File: config.mk
export PLATFORM = sky130hd
export DESIGN_NAME = audio_serial_word_len_irq
export DESIGN_NICKNAME = d
export VERILOG_FILES = /design/src/audio_serial_pkg.sv /design/src/stream_if.sv /design/src/sound_fifo.sv /design/src/audio_serial_word_len_irq.sv
export VERILOG_INCLUDE_DIRS = /design/src
export SDC_FILE = /design/constraint.sdc
export NUM_CORES = 2
export LEC_CHECK = 0
export BUFFER_PORTS_ARGS = -buffer_cell sky130_fd_sc_hd__clkbuf_2
export CORE_UTILIZATION = 51
export CTS_CLUSTER_DIAMETER = 40
export CTS_CLUSTER_SIZE = 10
export DETAILED_ROUTE_END_ITERATION = 8
export HOLD_SLACK_MARGIN = 0.05
export PLACE_DENSITY = 0.67
export SYNTH_ARGS = -nofsm -noshare
export SYNTH_HDL_FRONTEND = slang
export SYNTH_SLANG_ARGS = --single-unit
File: constraint.sdc
create_clock -name clk -period 10.45 [get_ports clk]
set_input_delay 0.5225 -clock clk [delete_from_list [all_inputs] [get_ports clk]]
set_output_delay 0.5225 -clock clk [all_outputs]
set_load 0.005 [all_outputs]
File: src/audio_serial_defines.svh
// Register offsets, field positions, reset values and timing counts of the serial audio channel
`ifndef AUDIO_SERIAL_DEFINES_SVH
`define AUDIO_SERIAL_DEFINES_SVH

// ----------------------------------------------------------------------------
// Register byte offsets
// ----------------------------------------------------------------------------
`define ASW_OFS_LEFT_DATA    12'h020
`define ASW_OFS_RIGHT_DATA   12'h024
`define ASW_OFS_RX_WORD_CFG  12'h030
`define ASW_OFS_TX_WORD_CFG  12'h034
`define ASW_OFS_IRQ_STATUS   12'h038
`define ASW_OFS_IRQ_MASK     12'h03c
`define ASW_OFS_RX_OVR_CLR   12'h040
`define ASW_OFS_TX_OVR_CLR   12'h044
`define ASW_OFS_RX_TRIG      12'h048
`define ASW_OFS_TX_THR       12'h04c

// ----------------------------------------------------------------------------
// Field positions
// ----------------------------------------------------------------------------
`define ASW_BIT_TX_OVR       5
`define ASW_BIT_TX_EMPTY     4
`define ASW_BIT_RX_OVR       1
`define ASW_BIT_RX_AVAIL     0

// ----------------------------------------------------------------------------
// Reset values
// ----------------------------------------------------------------------------
`define ASW_WORD_CFG_RST     3'h2
`define ASW_MASK_RST         1'h1
`define ASW_LEVEL_RST        4'h3

// ----------------------------------------------------------------------------
// Timing counts
// ----------------------------------------------------------------------------
`define ASW_SYNC_STAGES      2
`define ASW_FULL_WORD        6'h20

`endif

File: src/audio_serial_pkg.sv
// Types and word-length decoding of the serial audio channel
`default_nettype none
package audio_serial_pkg;
`include "audio_serial_defines.svh"

   typedef enum logic [2:0] {
      WL_IGNORE = 3'h0,
      WL_12     = 3'h1,
      WL_16     = 3'h2,
      WL_20     = 3'h3,
      WL_24     = 3'h4,
      WL_32     = 3'h5
   } word_len_type;

   // Number of data bits for a resolution code; ignore and spare codes use the whole slot
   function automatic logic [5:0] word_bits(input logic [2:0] code);
      case (code)
         WL_12:   word_bits = 6'h0c;
         WL_16:   word_bits = 6'h10;
         WL_20:   word_bits = 6'h14;
         WL_24:   word_bits = 6'h18;
         WL_32:   word_bits = 6'h20;
         default: word_bits = `ASW_FULL_WORD;
      endcase
   endfunction

endpackage
`default_nettype wire

File: src/stream_if.sv
// Valid/ready word stream between the channel logic and its FIFOs
`default_nettype none
interface stream_if #(parameter int W = 64);
   logic         valid;
   logic         ready;
   logic [W-1:0] data;
   modport src (output valid, output data, input ready);
   modport snk (input valid, input data, output ready);
endinterface
`default_nettype wire

File: src/sound_fifo.sv
// Synchronous FIFO of stereo word pairs with occupancy output
`default_nettype none
module sound_fifo #(
   parameter int W     = 64,
   parameter int DEPTH = 8
) (
   input  wire logic                       clk,
   input  wire logic                       sys_rst,
   stream_if.snk                           push,
   stream_if.src                           pop,
   output logic [$clog2(DEPTH):0]          level
);
   localparam int AW = $clog2(DEPTH);
   localparam int CW = AW + 1;
   localparam logic [CW-1:0] FULL_C = CW'(DEPTH);
   localparam logic [AW-1:0] LAST_C = AW'(DEPTH - 1);

   logic [W-1:0]  mem [DEPTH];
   logic [AW-1:0] wr_ptr_ff;
   logic [AW-1:0] rd_ptr_ff;
   logic [CW-1:0] count_ff;
   logic          do_push;
   logic          do_pop;

   assign push.ready = (count_ff != FULL_C);
   assign pop.valid  = (count_ff != '0);
   assign pop.data   = mem[rd_ptr_ff];
   assign level      = count_ff;
   assign do_push    = push.valid & push.ready;
   assign do_pop     = pop.valid & pop.ready;

   always_ff @(posedge clk) begin
      if (do_push) begin
         mem[wr_ptr_ff] <= push.data;
      end
   end

   always_ff @(posedge clk or posedge sys_rst) begin
      if (sys_rst) begin
         wr_ptr_ff <= '0;
         rd_ptr_ff <= '0;
      end else begin
         if (do_push) begin
            wr_ptr_ff <= (wr_ptr_ff == LAST_C) ? '0 : wr_ptr_ff + 1'b1;
         end
         if (do_pop) begin
            rd_ptr_ff <= (rd_ptr_ff == LAST_C) ? '0 : rd_ptr_ff + 1'b1;
         end
      end
   end

   always_ff @(posedge clk or posedge sys_rst) begin
      if (sys_rst) begin
         count_ff <= '0;
      end else if (do_push & ~do_pop) begin
         count_ff <= count_ff + 1'b1;
      end else if (do_pop & ~do_push) begin
         count_ff <= count_ff - 1'b1;
      end
   end
endmodule
`default_nettype wire

File: src/audio_serial_word_len_irq.sv
// Serial audio channel: word resolution, stereo FIFOs, status and mask over APB
//
// Contract
// - Receive resolution code picks 12/16/20/24/32 bits; resets to 16 bits.
// - Received left/right word is LSB-aligned in its receive data register.
// - Transmit resolution uses the same code mapping; resets to code 010.
// - Transmit word is shifted out most significant bit first.
// - Code 000 ignores word length in both directions.
// - Status bit 5 shows transmit FIFO write overrun; resets to 0.
// - Status bit 4 shows transmit empty trigger reached; resets to 1.
// - Status bit 1 shows receive FIFO write overrun; resets to 0.
// - Status bit 0 shows receive data-available level reached; resets to 0.
// - Mask bit 5 suppresses transmit overrun interrupt; resets to 1.
// - Mask bit 4 suppresses transmit empty interrupt; resets to 1.
// - Mask bit 1 suppresses receive overrun interrupt; resets to 1.
// - Mask bit 0 suppresses receive data-available interrupt; resets to 1.
// - Reading the receive overrun clear register clears the receive overrun.
// - Data-available asserts when receive occupancy exceeds a 4-bit trigger level.
// - Transmit empty asserts when occupancy falls to a 4-bit threshold.
//
// The implementer's own choice: the APB register port.
`default_nettype none
module audio_serial_word_len_irq
   import audio_serial_pkg::*;
#(
   parameter int DW         = 32,
   parameter int FIFO_DEPTH = 8
) (
   input  wire logic          clk,
   input  wire logic          sys_rst,
   input  wire logic          psel,
   input  wire logic          penable,
   input  wire logic          pwrite,
   input  wire logic [11:0]   paddr,
   input  wire logic [31:0]   pwdata,
   output logic      [31:0]   prdata,
   output logic               pready,
   output logic               pslverr,
   input  wire logic          sclk_in,
   input  wire logic          ws_in,
   input  wire logic          sd_in,
   output logic               sd_out,
   output logic               irq
);
   localparam int LW = $clog2(FIFO_DEPTH) + 1;

   // ----------------------------------------------------------------------------
   // Declarations
   // ----------------------------------------------------------------------------
   logic [2:0]    rx_cfg_ff;
   logic [2:0]    tx_cfg_ff;
   logic [3:0]    rx_trig_ff;
   logic [3:0]    tx_thr_ff;
   logic          mask_tx_ovr_ff;
   logic          mask_tx_empty_ff;
   logic          mask_rx_ovr_ff;
   logic          mask_rx_avail_ff;
   logic          rx_ovr_ff;
   logic          tx_ovr_ff;
   logic [DW-1:0] tx_left_hold_ff;
   logic          pready_ff;
   logic [31:0]   prdata_ff;
   logic          pslverr_ff;
   logic [31:0]   rd_data;
   logic          addr_ok;
   logic          access;
   logic          wr_acc;
   logic          rd_acc;
   logic          rx_avail;
   logic          tx_empty;
   logic [LW-1:0] rx_level;
   logic [LW-1:0] tx_level;
   logic [5:0]    status;

   logic [2:0]    sclk_sync_ff;
   logic [1:0]    ws_sync_ff;
   logic [1:0]    sd_sync_ff;
   logic          sclk_rise;
   logic          sclk_fall;
   logic          rx_ws_prev_ff;
   logic [5:0]    rx_cnt_ff;
   logic [DW-1:0] rx_shift_ff;
   logic [DW-1:0] rx_word;
   logic [DW-1:0] rx_left_hold_ff;
   logic          rx_push_ff;
   logic [2*DW-1:0] rx_pair_ff;
   logic          tx_ws_prev_ff;
   logic [DW-1:0] tx_shift_ff;
   logic [DW-1:0] tx_right_ff;
   logic          sd_out_ff;
   logic          tx_load;
   logic [DW-1:0] tx_left_al;
   logic [DW-1:0] tx_right_al;

   stream_if #(.W(2*DW)) rx_push ();
   stream_if #(.W(2*DW)) rx_pop ();
   stream_if #(.W(2*DW)) tx_push ();
   stream_if #(.W(2*DW)) tx_pop ();

   // ----------------------------------------------------------------------------
   // APB slave: one wait state, read data and error registered
   // ----------------------------------------------------------------------------
   assign access = psel & penable & pready_ff;
   assign wr_acc = access & pwrite;
   assign rd_acc = access & ~pwrite;

   always_comb begin
      rd_data = 32'h0000_0000;
      addr_ok = 1'b1;
      case (paddr)
         `ASW_OFS_LEFT_DATA:   rd_data = pwrite ? 32'h0000_0000 : 32'(rx_pop.data[2*DW-1:DW]);
         `ASW_OFS_RIGHT_DATA:  rd_data = pwrite ? 32'h0000_0000 : 32'(rx_pop.data[DW-1:0]);
         `ASW_OFS_RX_WORD_CFG: rd_data = {29'h0, rx_cfg_ff};
         `ASW_OFS_TX_WORD_CFG: rd_data = {29'h0, tx_cfg_ff};
         `ASW_OFS_IRQ_STATUS:  rd_data = {26'h0, status};
         `ASW_OFS_IRQ_MASK:    rd_data = {26'h0, mask_tx_ovr_ff, mask_tx_empty_ff, 2'h0,
                                          mask_rx_ovr_ff, mask_rx_avail_ff};
         `ASW_OFS_RX_OVR_CLR:  rd_data = {31'h0, rx_ovr_ff};
         `ASW_OFS_TX_OVR_CLR:  rd_data = {31'h0, tx_ovr_ff};
         `ASW_OFS_RX_TRIG:     rd_data = {28'h0, rx_trig_ff};
         `ASW_OFS_TX_THR:      rd_data = {28'h0, tx_thr_ff};
         default:              addr_ok = 1'b0;
      endcase
   end

   always_ff @(posedge clk or posedge sys_rst) begin
      if (sys_rst) begin
         pready_ff  <= 1'b0;
         prdata_ff  <= 32'h0000_0000;
         pslverr_ff <= 1'b0;
      end else begin
         pready_ff  <= psel & penable & ~pready_ff;
         prdata_ff  <= (psel & penable & ~pready_ff & addr_ok) ? rd_data : 32'h0000_0000;
         pslverr_ff <= psel & penable & ~pready_ff & ~addr_ok;
      end
   end

   assign pready  = pready_ff;
   assign prdata  = prdata_ff;
   assign pslverr = pslverr_ff;

   // ----------------------------------------------------------------------------
   // Configuration registers
   // ----------------------------------------------------------------------------
   always_ff @(posedge clk or posedge sys_rst) begin
      if (sys_rst) begin
         rx_cfg_ff <= `ASW_WORD_CFG_RST;
         tx_cfg_ff <= `ASW_WORD_CFG_RST;
      end else if (wr_acc && paddr == `ASW_OFS_RX_WORD_CFG) begin
         rx_cfg_ff <= pwdata[2:0];
      end else if (wr_acc && paddr == `ASW_OFS_TX_WORD_CFG) begin
         tx_cfg_ff <= pwdata[2:0];
      end
   end

   always_ff @(posedge clk or posedge sys_rst) begin
      if (sys_rst) begin
         mask_tx_ovr_ff   <= `ASW_MASK_RST;
         mask_tx_empty_ff <= `ASW_MASK_RST;
         mask_rx_ovr_ff   <= `ASW_MASK_RST;
         mask_rx_avail_ff <= `ASW_MASK_RST;
      end else if (wr_acc && paddr == `ASW_OFS_IRQ_MASK) begin
         mask_tx_ovr_ff   <= pwdata[`ASW_BIT_TX_OVR];
         mask_tx_empty_ff <= pwdata[`ASW_BIT_TX_EMPTY];
         mask_rx_ovr_ff   <= pwdata[`ASW_BIT_RX_OVR];
         mask_rx_avail_ff <= pwdata[`ASW_BIT_RX_AVAIL];
      end
   end

   always_ff @(posedge clk or posedge sys_rst) begin
      if (sys_rst) begin
         rx_trig_ff <= `ASW_LEVEL_RST;
         tx_thr_ff  <= `ASW_LEVEL_RST;
      end else if (wr_acc && paddr == `ASW_OFS_RX_TRIG) begin
         rx_trig_ff <= pwdata[3:0];
      end else if (wr_acc && paddr == `ASW_OFS_TX_THR) begin
         tx_thr_ff  <= pwdata[3:0];
      end
   end

   // ----------------------------------------------------------------------------
   // Status, overrun flags and interrupt
   // ----------------------------------------------------------------------------
   assign rx_avail = 32'(rx_level) > 32'(rx_trig_ff);
   assign tx_empty = 32'(tx_level) <= 32'(tx_thr_ff);

   // A new overrun in the clearing read cycle keeps the flag set
   always_ff @(posedge clk or posedge sys_rst) begin
      if (sys_rst) begin
         rx_ovr_ff <= 1'b0;
      end else begin
         rx_ovr_ff <= (rx_push.valid & ~rx_push.ready) |
                      (rx_ovr_ff & ~(rd_acc && paddr == `ASW_OFS_RX_OVR_CLR));
      end
   end

   always_ff @(posedge clk or posedge sys_rst) begin
      if (sys_rst) begin
         tx_ovr_ff <= 1'b0;
      end else begin
         tx_ovr_ff <= (tx_push.valid & ~tx_push.ready) |
                      (tx_ovr_ff & ~(rd_acc && paddr == `ASW_OFS_TX_OVR_CLR));
      end
   end

   assign status = {tx_ovr_ff, tx_empty, 2'b00, rx_ovr_ff, rx_avail};
   // Request is any status bit whose mask bit is clear
   assign irq = (tx_ovr_ff & ~mask_tx_ovr_ff) |
                (tx_empty & ~mask_tx_empty_ff) |
                (rx_ovr_ff & ~mask_rx_ovr_ff) |
                (rx_avail & ~mask_rx_avail_ff);

   // ----------------------------------------------------------------------------
   // FIFOs
   // ----------------------------------------------------------------------------
   sound_fifo #(.W(2*DW), .DEPTH(FIFO_DEPTH)) rx_fifo (
      .clk     (clk),
      .sys_rst (sys_rst),
      .push    (rx_push),
      .pop     (rx_pop),
      .level   (rx_level)
   );

   sound_fifo #(.W(2*DW), .DEPTH(FIFO_DEPTH)) tx_fifo (
      .clk     (clk),
      .sys_rst (sys_rst),
      .push    (tx_push),
      .pop     (tx_pop),
      .level   (tx_level)
   );

   // Reading the right word pops the pair; a write of the right word pushes one
   assign rx_pop.ready  = rd_acc && paddr == `ASW_OFS_RIGHT_DATA;
   assign tx_push.valid = wr_acc && paddr == `ASW_OFS_RIGHT_DATA;
   assign tx_push.data  = {tx_left_hold_ff, pwdata[DW-1:0]};

   always_ff @(posedge clk or posedge sys_rst) begin
      if (sys_rst) begin
         tx_left_hold_ff <= '0;
      end else if (wr_acc && paddr == `ASW_OFS_LEFT_DATA) begin
         tx_left_hold_ff <= pwdata[DW-1:0];
      end
   end

   // ----------------------------------------------------------------------------
   // Link input synchronisers and bit clock edges
   // ----------------------------------------------------------------------------
   always_ff @(posedge clk or posedge sys_rst) begin
      if (sys_rst) begin
         // Start at the idle-high bit clock level so no false edge follows reset
         sclk_sync_ff <= 3'h7;
         ws_sync_ff   <= 2'h0;
         sd_sync_ff   <= 2'h0;
      end else begin
         sclk_sync_ff <= {sclk_sync_ff[1:0], sclk_in};
         ws_sync_ff   <= {ws_sync_ff[0], ws_in};
         sd_sync_ff   <= {sd_sync_ff[0], sd_in};
      end
   end

   assign sclk_rise = sclk_sync_ff[1] & ~sclk_sync_ff[2];
   assign sclk_fall = ~sclk_sync_ff[1] & sclk_sync_ff[2];

   // ----------------------------------------------------------------------------
   // Receiver: keeps the first N bits of each slot, LSB-aligned
   // ----------------------------------------------------------------------------
   assign rx_word = (rx_cnt_ff < word_bits(rx_cfg_ff)) ?
                    {rx_shift_ff[DW-2:0], sd_sync_ff[1]} : rx_shift_ff;

   always_ff @(posedge clk or posedge sys_rst) begin
      if (sys_rst) begin
         rx_ws_prev_ff   <= 1'b0;
         rx_cnt_ff       <= 6'h00;
         rx_shift_ff     <= '0;
         rx_left_hold_ff <= '0;
         rx_push_ff      <= 1'b0;
         rx_pair_ff      <= '0;
      end else begin
         rx_push_ff <= 1'b0;
         if (sclk_rise) begin
            rx_ws_prev_ff <= ws_sync_ff[1];
            if (ws_sync_ff[1] != rx_ws_prev_ff) begin
               rx_cnt_ff   <= 6'h00;
               rx_shift_ff <= '0;
               if (!rx_ws_prev_ff) begin
                  rx_left_hold_ff <= rx_word;
               end else begin
                  rx_pair_ff <= {rx_left_hold_ff, rx_word};
                  rx_push_ff <= 1'b1;
               end
            end else if (rx_cnt_ff < word_bits(rx_cfg_ff)) begin
               rx_cnt_ff   <= rx_cnt_ff + 6'h01;
               rx_shift_ff <= rx_word;
            end
         end
      end
   end

   assign rx_push.valid = rx_push_ff;
   assign rx_push.data  = rx_pair_ff;

   // ----------------------------------------------------------------------------
   // Transmitter: N-bit word placed at the top of the slot, MSB first
   // ----------------------------------------------------------------------------
   // Moves an N-bit word to the top of the slot; the low bits then send zeros
   function automatic logic [DW-1:0] msb_align(input logic [DW-1:0] w, input logic [2:0] code);
      logic [5:0] sh;
      sh = `ASW_FULL_WORD - word_bits(code);
      msb_align = w << sh;
   endfunction

   assign tx_load      = sclk_fall && (ws_sync_ff[1] != tx_ws_prev_ff) && !ws_sync_ff[1];
   assign tx_pop.ready = tx_load;

   // Aligned words for the left load and for the start of the right slot
   assign tx_left_al  = msb_align(tx_pop.valid ? tx_pop.data[2*DW-1:DW] : '0, tx_cfg_ff);
   assign tx_right_al = msb_align(tx_right_ff, tx_cfg_ff);

   always_ff @(posedge clk or posedge sys_rst) begin
      if (sys_rst) begin
         tx_ws_prev_ff <= 1'b0;
         tx_shift_ff   <= '0;
         tx_right_ff   <= '0;
         sd_out_ff     <= 1'b0;
      end else if (sclk_fall) begin
         tx_ws_prev_ff <= ws_sync_ff[1];
         if (tx_load) begin
            // Underflow sends silence
            tx_right_ff <= tx_pop.valid ? tx_pop.data[DW-1:0] : '0;
            tx_shift_ff <= tx_left_al << 1;
            sd_out_ff   <= tx_left_al[DW-1];
         end else if (ws_sync_ff[1] != tx_ws_prev_ff) begin
            tx_shift_ff <= tx_right_al << 1;
            sd_out_ff   <= tx_right_al[DW-1];
         end else begin
            tx_shift_ff <= tx_shift_ff << 1;
            sd_out_ff   <= tx_shift_ff[DW-1];
         end
      end
   end

   assign sd_out = sd_out_ff;
endmodule
`default_nettype wire

==> flow_summary_export.csv <==
group,metric,value,unit
outcome,status,"completed",
sta,clock.fmax,215.0,MHz
sta,hold_slack,102.2,ps
sta,fin_skew,67.87,ps
run,drv_cap,0,
sta,period_minus_slack,4652,ps
cts,cts_setup_buffers,0,
power_and_ir_drop,p_leak,22.21,nW
cts,cts_made_buffers,178,
grt,use_met1,35.87,%
setup_path,r2r-end,"sd_out$_DFFE_PP0N_",
sta,setup-tns-final,0,ps
sta,relSlewSlack,24.76,%
layout,final_common_cell,"edfxtp_1",
die,rows,118,
die,coreArea,103900,um2
route,drt_iter0_markers,3004,
setup_path,critPathMaxFanout,48,
grt,grt_first_pass_wirelength,191800,um
route,routed_wl,127600,um
die,ioPinCount,88,
setup_path,ff2ff_path_depth,11,
grt,busiest_layer,"met2",
die,initial_core_util,51.65,%
die,die_w,326.5,um
placement,dp_hpwl,73620,um
placement,io_buffers,87,
power_and_ir_drop,power.density,230.0,nW/um2
layout,postLayoutCoreUtil,59.23,%
layout,fin_cells,4684,
setup_path,start_kind,"flop",
layout,fillers,7585,
route,ant_nets,0,
route,viasPerCell,6.197,
setup_path,endpoint,"sd_out$_DFFE_PP0N_",
layout,seqCellArea,38650,um2
route,routedWlPerCell,27.24,um
synthesis,async_flop_share,23.47,%
setup_path,required,11070,ps
synthesis,synth_edf_count,1024,
synthesis,synth_nets,3056,
setup_path,rrSetupSlack,5800,ps
synthesis,yosysUniqueCellTypes,82,
synthesis,synth.avg_cell_area,18.05,um2
setup_path,setup.worst_path.start,"tx_cfg_ff[2]$_DFFE_PP0P_",
grt,track_usage,24.28,%
grt,grt_pass1_vias,29900,
synthesis,yosysTopAreaCell,"edfxtp_1",
sta,layout_setup_ws,5798,ps
cts,cts_resized,0,
layout,nets,3234,
setup_path,critPathCaptureType,"flop",
sta,maxSlewViolCount,0,
setup_path,path_class,"reg2reg",
cts,clock-root-buffer,"clkbuf_16",
route,drcViolationCount,0,
grt,overflow,0,
placement,place_ws,5594,ps
synthesis,netlist_area,53690,um2
die,die_y,326.5,um
sta,rsz0062_at_grt,"false",
cts,cts_tree,"built",
route,dr.pass1.iters,5,
setup_path,arrival,5270,ps
cts,cts.htree.levels,4,
layout,synthToLayoutAreaGrowth,14.67,%
layout,drive_gt1_share,23.37,%
grt,grtUsageMet2,37.85,%
synthesis,synth.top_cell.area_share,57.27,%
layout,final_cell_mix,"edfxtp_1, dfrtp_1, mux4_2",
placement,globalplace.congestion,0.9035,
synthesis,yosysWarnings,0,
grt,antenna_found_initial,1,
sta,post-route-period-util,44.52,%
cts,cts.sinks,1338,
layout,multi_input_area,14310,um2
synthesis,yosys_most_used_dff,"edfxtp_1",
cts,ctsHoldBuffers,20,
setup_path,r2r-start,"tx_cfg_ff[2]$_DFFE_PP0P_",
cts,clkLatencyLatePin,790,ps
power_and_ir_drop,ir_drop,0.1881,mV
synthesis,syn_inst,2974,
sta,tightest_slew,1113,ps
route,route.vias.total,29030,
placement,numPlacedInstances,4332,
die,dieArea,106600,um2
synthesis,yosysSeqAreaShare,71.94,%
sta,setup_violations,0,
synthesis,ys_top_cells_by_area,"edfxtp_1, dfrtp_1, mux4_2, mux2i_1, mux2_2",
grt,met3_usage,3.990,%
synthesis,synth_seq_cells,1338,
sta,finalHoldViolCount,0,
cts,cts.path.max_buffers,3,
cts,clk_pin_slew,50,ps
grt,grt_max_degree,78,
worst_hold_path,hp-class,"in2reg",
cell type report:
class	instances	area share (%)
Antenna cell	1	0.004064
Clock inverter	66	1.297
Sequential cell	1338	62.77
Timing Repair Buffer	164	1.727
Inverter	28	0.1829
Multi-Input combinational cell	1442	23.24
Clock buffer	265	7.977
Tap cell	1380	2.804
state kept, by name, summed over array words and instances, names as in the netlist, 6 cells and up:
register / count
rx_pair_ff: 64
rx_left_hold_ff: 32
tx_left_hold_ff: 32
tx_shift_ff: 31
prdata: 32
tx_right_ff: 32
rx_shift_ff: 32
rx_fifo.mem: 512
tx_fifo.mem: 512
rx_cnt_ff: 6
routing by layer:
metal / share of wire, % / wire length, um
met4: 2.0 / 2518
met1: 44 / 55630
met2: 48 / 60690
met5: 0 / 0
met3: 6.9 / 8741
where the power goes:
part / switching, mW / leakage [nW] / internal, mW
sequential: 0.563 / 13.9 / 6.32
clock: 2.27 / 2.73 / 3.46
combinational: 0.852 / 5.60 / 0.706
total: 3.68 / 22.2 / 10.5
synthesized netlist by cell type, types with 6 or more instances:
cell / count
nor3_1: 31
dfrtp_1: 301
buf_6: 8
nand4_1: 9
a22oi_1: 15
nor2_1: 143
buf_4: 14
o22ai_1: 48
inv_1: 27
mux2i_1: 199
a221oi_1: 16
a31oi_1: 7
clkbuf_1: 78
a211oi_1: 8
a22o_1: 34
buf_2: 46
a21oi_1: 106
o21ai_1: 44
o211ai_1: 11
buf_1: 19
nand3_1: 19
a21o_1: 9
o21ai_0: 32
mux4_1: 10
nor4_1: 7
ha_1: 28
mux2_2: 75
nand2b_1: 18
a221o_1: 6
nand2_1: 124
and3_1: 8
dfstp_2: 13
o31ai_1: 9
mux4_2: 239
nor2b_1: 15
mux2_1: 43
xnor2_1: 9
and2_1: 36
o221ai_1: 7
edfxtp_1: 1024
per-stage QoR:
stage	instance area (um2)	total power [mW]
6_report	61570	14.16
2_1_floorplan	53690	7.928
3_5_place_dp	55660	8.517
5_1_grt	61570	14.65
4_1_cts	61570	14.25
3_3_place_gp	55660	8.434
how the worst min path moves through the flow:
stage               cells past startpoint  slack [ps]                    start                           end
finish                                  1         100               pwdata[23]  tx_fifo.mem[0][23]$_DFFE_PP_
global route                            1          80               pwdata[23]  tx_fifo.mem[4][23]$_DFFE_PP_
CTS                                     1          50               pwdata[23]  tx_fifo.mem[1][23]$_DFFE_PP_
detailed placement                      0         340  sd_sync_ff[0]$_DFF_PP0_       sd_sync_ff[1]$_DFF_PP0_
global placement                        0         330  sd_sync_ff[0]$_DFF_PP0_       sd_sync_ff[1]$_DFF_PP0_
floorplan                               0         330  sd_sync_ff[0]$_DFF_PP0_       sd_sync_ff[1]$_DFF_PP0_
critical path, stage by stage (launching register included):
cell and delay (ps):
dfrtp_1 460, nor2b_4 130, buf_4 530, inv_2 500, a21o_1 290, ha_1 240
or3_1 580, nand2_1 470, buf_4 390, mux4_2 560, o22ai_1 170, o211ai_1 110
cell families after synthesis:
logic type	after synthesis	share of synthesized area, %
xor gates and xnor gates	12	0.1958
AOI/OAI and AO/OA	399	4.908
adders and majority gates	30	0.7271
muxes	566	16.70
DFF	1338	71.94
and+or+nand+nor	435	3.827
buffers and inverters	194	1.704
(Power assumes the default switching activity.)
